### src/afp_pkg.sv
/*
  Package for the amplifier fault protection manager: status bit
  positions, timing figures and derived cycle counts.
  Assumes a 10 MHz device clock.
*/
package afp_pkg;
  localparam int unsigned CLK_HZ = 10_000_000;
  // Timeout figure in microseconds; the real value is a system choice
  localparam int unsigned FAULT_TIMEOUT_US = 1000;
  localparam int unsigned FAULT_TIMEOUT_CYC =
    (FAULT_TIMEOUT_US * (CLK_HZ / 1_000_000) > 0) ?
    FAULT_TIMEOUT_US * (CLK_HZ / 1_000_000) : 1;
  // DC qualification time in milliseconds, rounded down to whole cycles
  localparam int unsigned DC_QUAL_MS = 420;
  localparam int unsigned DC_QUAL_CYC = DC_QUAL_MS * (CLK_HZ / 1000);
  // Duty-cycle limit in percent; compared by the external duty detector
  localparam int unsigned DC_DUTY_LIMIT_PCT = 60;
  // Status bit positions
  localparam int unsigned ST_OV = 0;
  localparam int unsigned ST_UV = 1;
  localparam int unsigned ST_CLK = 2;
  localparam int unsigned ST_OC = 3;
  localparam int unsigned ST_DC = 4;
  localparam int unsigned ST_OT = 5;
  localparam int unsigned ST_W = 6;
  localparam logic [5:0] ST_RESET = 6'h00;
endpackage
### src/afp_dc_detect.sv
/*
  DC offset qualifier: raises a level when either channel's duty stays
  above the limit at one polarity for longer than the qualification time.
  Assumes duty-over inputs are already synchronous to clock_i.
*/
`timescale 1ns/1ps
module afp_dc_detect #(
  parameter int unsigned QUAL_CYC = 4200000
) (
  input wire logic clock_i,
  input wire logic reset_n_i,
  input wire logic enable_i,
  input wire logic [1:0] duty_pos_i,
  input wire logic [1:0] duty_neg_i,
  output logic dc_error_o
);
  localparam int unsigned CW = $clog2(QUAL_CYC + 2);
  logic [1:0][CW-1:0] cnt_ff;
  logic [1:0][CW-1:0] nxt_cnt;
  logic [1:0] pol_ff;
  logic [1:0] nxt_pol;
  logic dc_ff;
  logic nxt_dc;

  // Per channel: count while over-limit at one polarity, restart on flip
  always_comb begin
    nxt_cnt = cnt_ff;
    nxt_pol = pol_ff;
    nxt_dc = 1'b0;
    for (int c = 0; c < 2; c++) begin
      if (!(duty_pos_i[c] ^ duty_neg_i[c])) begin
        nxt_cnt[c] = '0;
      end else if (duty_pos_i[c] != pol_ff[c]) begin
        nxt_pol[c] = duty_pos_i[c];
        nxt_cnt[c] = CW'(1);
      end else if (cnt_ff[c] <= CW'(QUAL_CYC)) begin
        nxt_cnt[c] = cnt_ff[c] + CW'(1);
      end
      // Strictly longer than the qualification time
      if (nxt_cnt[c] > CW'(QUAL_CYC)) begin
        nxt_dc = 1'b1;
      end
    end
  end

  always_ff @(posedge clock_i) begin
    if (!reset_n_i) begin
      cnt_ff <= '0;
      pol_ff <= 2'h0;
      dc_ff <= 1'b0;
    end else if (enable_i) begin
      cnt_ff <= nxt_cnt;
      pol_ff <= nxt_pol;
      dc_ff <= nxt_dc;
    end
  end
  assign dc_error_o = dc_ff;

  a_dc_needs_time: assert property (@(posedge clock_i)
    disable iff (!reset_n_i)
    $rose(dc_ff) |-> $past(cnt_ff[0]) >= CW'(QUAL_CYC)
      || $past(cnt_ff[1]) >= CW'(QUAL_CYC))
    else $error("dc error raised before qualification time");
endmodule

### src/afp_fault_mgr.sv
/*
  Amplifier fault protection manager: sorts error detections into
  latching and self-clearing, halts playback, drives the open-drain
  fault pin and holds per-error status bits.
  Assumes error and clock-monitor inputs are asynchronous pins; the
  shutdown control bit comes from logic on clock_i.
*/
`timescale 1ns/1ps
module afp_fault_mgr
  import afp_pkg::*;
#(
  parameter int unsigned TIMEOUT_CYC = afp_pkg::FAULT_TIMEOUT_CYC,
  parameter int unsigned DC_QUAL = afp_pkg::DC_QUAL_CYC
) (
  input wire logic clock_i,
  input wire logic reset_n_i,
  input wire logic clk_en_i,
  input wire logic amp_shutdown_n_i,
  input wire logic amp_shutdown_bit_i,
  input wire logic overvoltage_i,
  input wire logic undervoltage_i,
  input wire logic ratio_bad_i,
  input wire logic rate_bad_i,
  input wire logic clock_stopped_i,
  input wire logic overcurrent_i,
  input wire logic [1:0] duty_pos_i,
  input wire logic [1:0] duty_neg_i,
  input wire logic overtemp_i,
  input wire logic overtemp_hysteresis_i,
  output logic amp_fault_n_o,
  output logic amp_fault_n_oe_o,
  output logic play_o,
  output logic shutdown_o,
  output logic [afp_pkg::ST_W-1:0] status_o
);
  import afp_pkg::*;

  typedef enum logic [1:0] {ST_RUN, ST_LATCHED, ST_WAIT} afp_state_t;
  localparam int unsigned TW = $clog2(TIMEOUT_CYC + 1);

  logic [8:0] s1_ff;
  logic [8:0] s2_ff;
  logic sd_pin_ff;
  logic sd_ff;
  logic nxt_sd;
  afp_state_t state_ff;
  afp_state_t nxt_state;
  logic [TW-1:0] tmo_ff;
  logic [TW-1:0] nxt_tmo;
  logic [ST_W-1:0] status_ff;
  logic [ST_W-1:0] nxt_status;
  logic fault_ff;
  logic nxt_fault;
  logic play_ff;
  logic nxt_play;
  logic dc_err;
  logic ov, uv, clk_err, oc, ot, ot_hyst, sd_now;
  logic sd_rise, latch_hit, nonlatch_hit;

  // Two-flop synchronisers for all pin inputs
  always_ff @(posedge clock_i) begin
    if (!reset_n_i) begin
      s1_ff <= 9'h000;
      s2_ff <= 9'h000;
      sd_pin_ff <= 1'b0;
    end else if (clk_en_i) begin
      s1_ff <= {amp_shutdown_n_i, overvoltage_i, undervoltage_i,
                ratio_bad_i, rate_bad_i, clock_stopped_i,
                overcurrent_i, overtemp_i, overtemp_hysteresis_i};
      s2_ff <= s1_ff;
      sd_pin_ff <= s2_ff[8];
    end
  end

  assign ov = s2_ff[7];
  assign uv = s2_ff[6];
  assign clk_err = s2_ff[5] | s2_ff[4] | s2_ff[3];
  assign oc = s2_ff[2];
  assign ot = s2_ff[1];
  assign ot_hyst = s2_ff[0];
  // Either the pin or the control bit can hold shutdown
  assign sd_now = s2_ff[8] & sd_pin_ff & amp_shutdown_bit_i;
  assign sd_rise = sd_now & ~sd_ff;
  assign latch_hit = oc | dc_err | ot;
  assign nonlatch_hit = ov | uv | clk_err;

  // Duty masked while halted: a frozen detector would keep its own latch
  // alive forever, so the count and the error drop once playback stops
  afp_dc_detect #(
    .QUAL_CYC(DC_QUAL)
  ) u_dc (
    .clock_i(clock_i),
    .reset_n_i(reset_n_i),
    .enable_i(clk_en_i),
    .duty_pos_i(duty_pos_i & {2{play_ff}}),
    .duty_neg_i(duty_neg_i & {2{play_ff}}),
    .dc_error_o(dc_err)
  );

  // Fault state machine and timeout counter
  always_comb begin
    nxt_state = state_ff;
    nxt_tmo = tmo_ff;
    nxt_sd = sd_now;
    nxt_status = status_ff;
    // Self-clearing bits follow their condition
    nxt_status[ST_OV] = ov;
    nxt_status[ST_UV] = uv;
    nxt_status[ST_CLK] = clk_err;
    if (tmo_ff != '0) begin
      nxt_tmo = tmo_ff - TW'(1);
    end
    case (state_ff)
      ST_RUN: begin
        if (sd_now && latch_hit) begin
          nxt_state = ST_LATCHED;
          nxt_tmo = TW'(TIMEOUT_CYC);
        end
      end
      ST_LATCHED: begin
        // Only a low-to-high shutdown toggle leaves this state
        if (sd_rise) begin
          nxt_state = ST_WAIT;
        end
      end
      ST_WAIT: begin
        if (!sd_now) begin
          nxt_state = ST_LATCHED;
        end else if (latch_hit) begin
          // Still present after release: fault again
          nxt_state = ST_LATCHED;
          nxt_tmo = TW'(TIMEOUT_CYC);
        end else if (tmo_ff == '0 && ot_hyst) begin
          // Toggle done, timeout gone, temperature below hysteresis
          nxt_state = ST_RUN;
        end
      end
      default: nxt_state = ST_RUN;
    endcase
    // Latched bits set on detection outside shutdown; cleared only on recovery
    if (nxt_state == ST_RUN && state_ff == ST_WAIT) begin
      nxt_status[ST_OC] = 1'b0;
      nxt_status[ST_DC] = 1'b0;
      nxt_status[ST_OT] = 1'b0;
    end
    if (sd_now) begin
      nxt_status[ST_OC] = nxt_status[ST_OC] | oc;
      nxt_status[ST_DC] = nxt_status[ST_DC] | dc_err;
      nxt_status[ST_OT] = nxt_status[ST_OT] | ot;
    end
    // Pin low for latched states, or for clock errors outside shutdown, only
    nxt_fault = (nxt_state != ST_RUN) | (clk_err & sd_now);
    nxt_play = sd_now & (nxt_state == ST_RUN) & ~nonlatch_hit;
  end

  always_ff @(posedge clock_i) begin
    if (!reset_n_i) begin
      state_ff <= ST_RUN;
      tmo_ff <= '0;
      sd_ff <= 1'b0;
      status_ff <= ST_RESET;
      fault_ff <= 1'b0;
      play_ff <= 1'b0;
    end else if (clk_en_i) begin
      state_ff <= nxt_state;
      tmo_ff <= nxt_tmo;
      sd_ff <= nxt_sd;
      status_ff <= nxt_status;
      fault_ff <= nxt_fault;
      play_ff <= nxt_play;
    end
  end

  // Open drain: drive only low, release otherwise
  assign amp_fault_n_o = 1'b0;
  assign amp_fault_n_oe_o = fault_ff;
  assign play_o = play_ff;
  assign shutdown_o = ~sd_ff;
  assign status_o = status_ff;

  a_fault_latched: assert property (@(posedge clock_i)
    disable iff (!reset_n_i)
    state_ff != ST_RUN |-> fault_ff)
    else $error("latched fault without fault pin");
  a_no_play_latch: assert property (@(posedge clock_i)
    disable iff (!reset_n_i)
    state_ff != ST_RUN |-> !play_ff)
    else $error("playing while latched");
  a_ov_silent: assert property (@(posedge clock_i)
    disable iff (!reset_n_i)
    (clk_en_i && state_ff == ST_RUN && !clk_err && sd_now)
      |=> !fault_ff || state_ff != ST_RUN)
    else $error("fault pin pulled for silent error");
  a_clk_pin_low: assert property (@(posedge clock_i)
    disable iff (!reset_n_i)
    (clk_en_i && clk_err && sd_now) |=> fault_ff)
    else $error("clock error without fault pin");
  a_latch_holds: assert property (@(posedge clock_i)
    disable iff (!reset_n_i)
    (clk_en_i && state_ff == ST_LATCHED && !sd_rise)
      |=> state_ff == ST_LATCHED)
    else $error("latched fault left without toggle");
  a_wait_timeout: assert property (@(posedge clock_i)
    disable iff (!reset_n_i)
    (state_ff == ST_WAIT && tmo_ff != '0)
      |=> state_ff != ST_RUN)
    else $error("recovered before timeout");
  a_ot_hyst_gate: assert property (@(posedge clock_i)
    disable iff (!reset_n_i)
    (clk_en_i && state_ff == ST_WAIT && !ot_hyst)
      |=> state_ff != ST_RUN)
    else $error("recovered without hysteresis");
  a_status_set: assert property (@(posedge clock_i)
    disable iff (!reset_n_i)
    (clk_en_i && sd_now && oc) |=> status_ff[ST_OC])
    else $error("overcurrent status not set");
  a_reenter: assert property (@(posedge clock_i)
    disable iff (!reset_n_i)
    (clk_en_i && state_ff == ST_WAIT && sd_now && latch_hit)
      |=> state_ff == ST_LATCHED && tmo_ff == TW'(TIMEOUT_CYC))
    else $error("no re-entry on persistent error");
  c_latch: cover property (@(posedge clock_i) state_ff == ST_LATCHED);
  c_recover: cover property (@(posedge clock_i)
    state_ff == ST_WAIT ##1 state_ff == ST_RUN);
  c_clk_err: cover property (@(posedge clock_i) clk_err && fault_ff);
  c_dc: cover property (@(posedge clock_i) dc_err);
endmodule

### config.mk
export PLATFORM = sky130hd
export DESIGN_NAME = afp_fault_mgr
export DESIGN_NICKNAME = d
export VERILOG_FILES = /design/src/afp_pkg.sv /design/src/afp_dc_detect.sv /design/src/afp_fault_mgr.sv
export SDC_FILE = /design/constraint.sdc
export NUM_CORES = 1
export LEC_CHECK = 0
export BUFFER_PORTS_ARGS = -buffer_cell sky130_fd_sc_hd__clkbuf_2
export CORE_ASPECT_RATIO = 0.5
export CORE_MARGIN = 3
export CORE_UTILIZATION = 35
export DETAILED_ROUTE_END_ITERATION = 10
export PLACE_DENSITY_LB_ADDON = 0.2
export SLEW_MARGIN = 5
export SYNTH_ARGS = -nofsm -noshare
export SYNTH_HDL_FRONTEND = slang
export SYNTH_SLANG_ARGS = --single-unit
### constraint.sdc
create_clock -name clock_i -period 3.19 [get_ports clock_i]
set_input_delay 0 -clock clock_i [delete_from_list [all_inputs] [get_ports clock_i]]
set_output_delay 0 -clock clock_i [all_outputs]
set_load 0.01 [all_outputs]
==> summary.md <==
| Metric | Value |
|---|---|
| H-tree levels | `3` |
| Netlist cell types | `73` |
| Layout Utilization | `41.7%` |
| Layout cells sized above 1 | `10.6%` |
| CTS tree | `yes` |
| Register bit total from synthesis | `93` |
| Drt first-iter violations | `348` |
| Buffers on Ports | `25` |
| Layout area overhead | `11.9%` |
| Max Cap Viol | `0` |
| Reg2reg path depth | `10` |
| CP endpoint kind | `flop` |
| Multi-input gate area | `0.00345 sq mm` |
| Worst slew pin tran | `0.701 ns` |
| Detailed Place HPWL | `9590 microns` |
| Reg2reg start | `u_dc.cnt_ff[23]` |
| Min Hold Slack | `0.0258 ns` |
| Avg WL per Cell | `15.0 microns` |
| Gr usage total | `16.5%` |
| CP Launch Point | `u_dc.cnt_ff[23]` |
| Vias | `5216` |
| Worst Setup EP | `u_dc.dc_error_o` |
| Run status | `finished clean` |
| Standard-cell rows | `31` |
| Top post-synthesis cells by area | `dfxtp_1, nor2_1, a21oi_1, o21ai_0, mux2i_1` |
| Post-CTS Setup Repair Bufs | `0` |
| Peak Freq | `0.366 GHz` |
| CTS Buffer Depth | `2` |
| Worst skew pair latency | `0.35 ns` |
| Yosys warnings | `0` |
| Pwr Density | `494 mW/mm^2` |
| Mapped cell area | `0.00559 sq mm` |
| Final period util | `85.7%` |
| Top cell type's share of synthesized area | `33.3%` |
| Crit-path cells | `inv_1 > ha_1 > and4bb_1 > a41oi_2 > a211oi_2 > nand2_2 > o32ai_2 > nand3b_1 > o2111a_1 > a31oi_1` |
| Clock-pin transition on the worst setup and hold timing paths | `0.08 ns` |
| Initial core utilization | `37.2%` |
| DRC viols | `0` |
| Vias in the first global route | `4776` |
| Dpl cells | `913` |
| Cell taking the most area after synthesis | `dfxtp_1` |
| Overflow after GRT | `0` |
| Final Instance Count excl. Fillers | `940` |
| Post-synth EDFFs | `0` |
| Core Area | `0.0150 sq mm` |
| Synthesized area per cell | `7.71 sq um` |
| Cells after Synth | `725` |
| Worst Path Required | `3.47 ns` |
| I/O pin total | `27` |
| Crit path max-delay cell type | `a211oi_2` |
| RePlAce Congestion | `0.927` |
| Sequential area share after synthesis | `33.3%` |
| Initial antenna violation count | `0` |
| Setup Total Neg Slack | `0 ns` |
| Register area | `0.00186 sq mm` |
| Final WL | `14100 microns` |
| Fin crit period | `2.73 ns` |
| DR vias/cell | `5.55` |
| Final Hold Vio Count | `0` |
| First-pass GRT wire length | `23700 microns` |
| Clock Skew | `0.00994 ns` |
| Arrival time worst endpoint | `3.02 ns` |
| FF-to-FF End | `u_dc.dc_error_o` |
| Largest net degree at the start of global routing | `46` |
| CTS Buf Count | `9` |
| Fillers | `1488` |
| Sink Count | `93` |
| Slew headroom | `53.2%` |
| Pins Over Slew Limit | `0` |
| Worst Hold Class | `in -> reg` |
| CP Class | `reg -> reg` |
| Largest stage delay, worst path | `0.58 ns` |
| Syn nets | `748` |
| Antenna diodes | `0` |
| Startpoint types | `flop` |
| Detail Route Antenna Nets | `0` |
| Drt pass-1 iters | `4` |
| Top_reg_cell synth | `dfxtp_1` |
| Final setup fails | `0` |
| VDD IR-drop max | `0.000303 V` |
| CTS Root Cell | `clkbuf_16` |
| Chip width | `185 microns` |
| RSZ-0062 raised after global routing | `false` |
| Die H | `95.3 microns` |
| Leakage | `2.27 nW` |
| Die area | `0.0176 sq mm` |
| Worst-path maximum fanout | `8` |
| Net count of the finished layout | `760` |
| Register-to-register setup slack | `0.46 ns` |
| Async S/R FF share, synth | `0%` |
[through the flow]
step	setup WS, ns	area, sq um	total power, mW
finish	0.457	6250	3.09
global route	0.155	6250	3.27
CTS	0.354	6250	3.12
detailed placement	0.356	5840	2.00
global placement	0.440	5840	1.99
floorplan	0.781	5590	1.87
[power by group]
part / internal, mW / switching [mW] / leakage [nW]
Sequential: 1.26 / 0.0805 / 0.754
Clock: 0.560 / 0.548 / 0.150
Combinational: 0.283 / 0.360 / 1.36
[repair_timing]
item | CTS | global route
endpoints found under the setup margin | 0 | 1
hold endpoints to repair | 11 | 0
hold buffers | 11 | 0
resized for setup | 0 | 1
[synthesized netlist by cell type, types with 3 or more instances]
| library cell | number |
|---|---|
| a21o_1 | 3 |
| a21oi_1 | 65 |
| a22oi_1 | 13 |
| a31oi_1 | 19 |
| a32oi_1 | 5 |
| and2_1 | 11 |
| and3_1 | 14 |
| and4_1 | 5 |
| buf_2 | 9 |
| buf_6 | 3 |
| clkbuf_1 | 30 |
| dfxtp_1 | 93 |
| ha_1 | 6 |
| inv_1 | 16 |
| mux2i_1 | 25 |
| nand2_1 | 50 |
| nand3_1 | 28 |
| nand3b_1 | 5 |
| nand4_1 | 9 |
| nand4b_1 | 3 |
| nor2_1 | 117 |
| nor2b_1 | 4 |
| nor3_1 | 28 |
| nor3_2 | 3 |
| nor4_1 | 12 |
| nor4_4 | 3 |
| o211ai_1 | 3 |
| o21ai_0 | 52 |
| o22ai_1 | 5 |
| or3_1 | 6 |
| or4_1 | 5 |
| xnor2_1 | 13 |
| xor2_1 | 11 |
[flip-flops by register name, indices dropped and copies added, names as in the netlist]
signal	flops
s2_ff	9
u_dc.dc_error_o	1
tmo_ff	14
play_o	1
s1_ff	9
state_ff	2
u_dc.cnt_ff	46
amp_fault_n_oe_o	1
u_dc.pol_ff	2
status_o	6
sd_ff	1
sd_pin_ff	1
[logic make-up (layout without fill, tap and decap cells)]
| logic type | after synthesis | after routing | synth area share (%) |
|---|---|---|---|
| xor+xnor | 24 | 24 | 3.76 |
| simple gates | 318 | 318 | 29.3 |
| compound gates | 194 | 194 | 22.5 |
| other cells | 1 | 1 | 0.0671 |
| mux | 25 | 25 | 4.48 |
| buf+inv | 63 | 80 | 5.02 |
| fa+ha+maj | 7 | 7 | 1.52 |
| flops | 93 | 93 | 33.3 |
[routing by layer]
layer  vias to the layer above  routed length, microns  track usage (%)
li1                       2655                       -                -
met1                      2408                    7040             22.8
met2                       135                    6080             25.7
met3                        18                     715             3.54
met4                         0                     248             5.80
met5                         -                       0                0
[critical path: cells and delay by family (launching register included)]
family	cells	cell delay [ns]
AOI/OAI and AO/OA	5	1.51
adders and majority gates	1	0.14
and+or+nand+nor	3	0.58
DFF	1	0.36
buffers and inverters	1	0.07
[worst min path at each step]
stage                        from               to  slack (ns)  cells after the start
floorplan               reset_n_i  u_dc.cnt_ff[35]        0.12                      1
CTS                     reset_n_i  u_dc.cnt_ff[35]        0.02                      2
global placement       rate_bad_i         s1_ff[4]        0.23                      3
detailed placement  overcurrent_i         s1_ff[2]        0.24                      3
finish                  reset_n_i  u_dc.cnt_ff[35]        0.03                      2
global route            reset_n_i  u_dc.cnt_ff[35]        0.03                      2
[layout make-up]
type,count,area share (%)
tap,198,3.96
multi-input combinational,569,55.2
timing repair buffer,47,5.28
sequential,93,29.8
inverter,17,1.02
clock buffer,9,3.60
clock inverter,7,1.20
[layout by cell type (no fill, tap or decap), types with 13 or more instances in the layout]
cell / instances
xnor2_1: 13
mux2i_1: 25
nor3_1: 28
dfxtp_1: 93
a21oi_1: 64
nand3_1: 28
o21ai_0: 51
and3_1: 14
clkbuf_2: 24
a22oi_1: 13
inv_1: 16
nand2_1: 50
a31oi_1: 19
nor2_1: 117
Power figures use the tool's default switching activity.
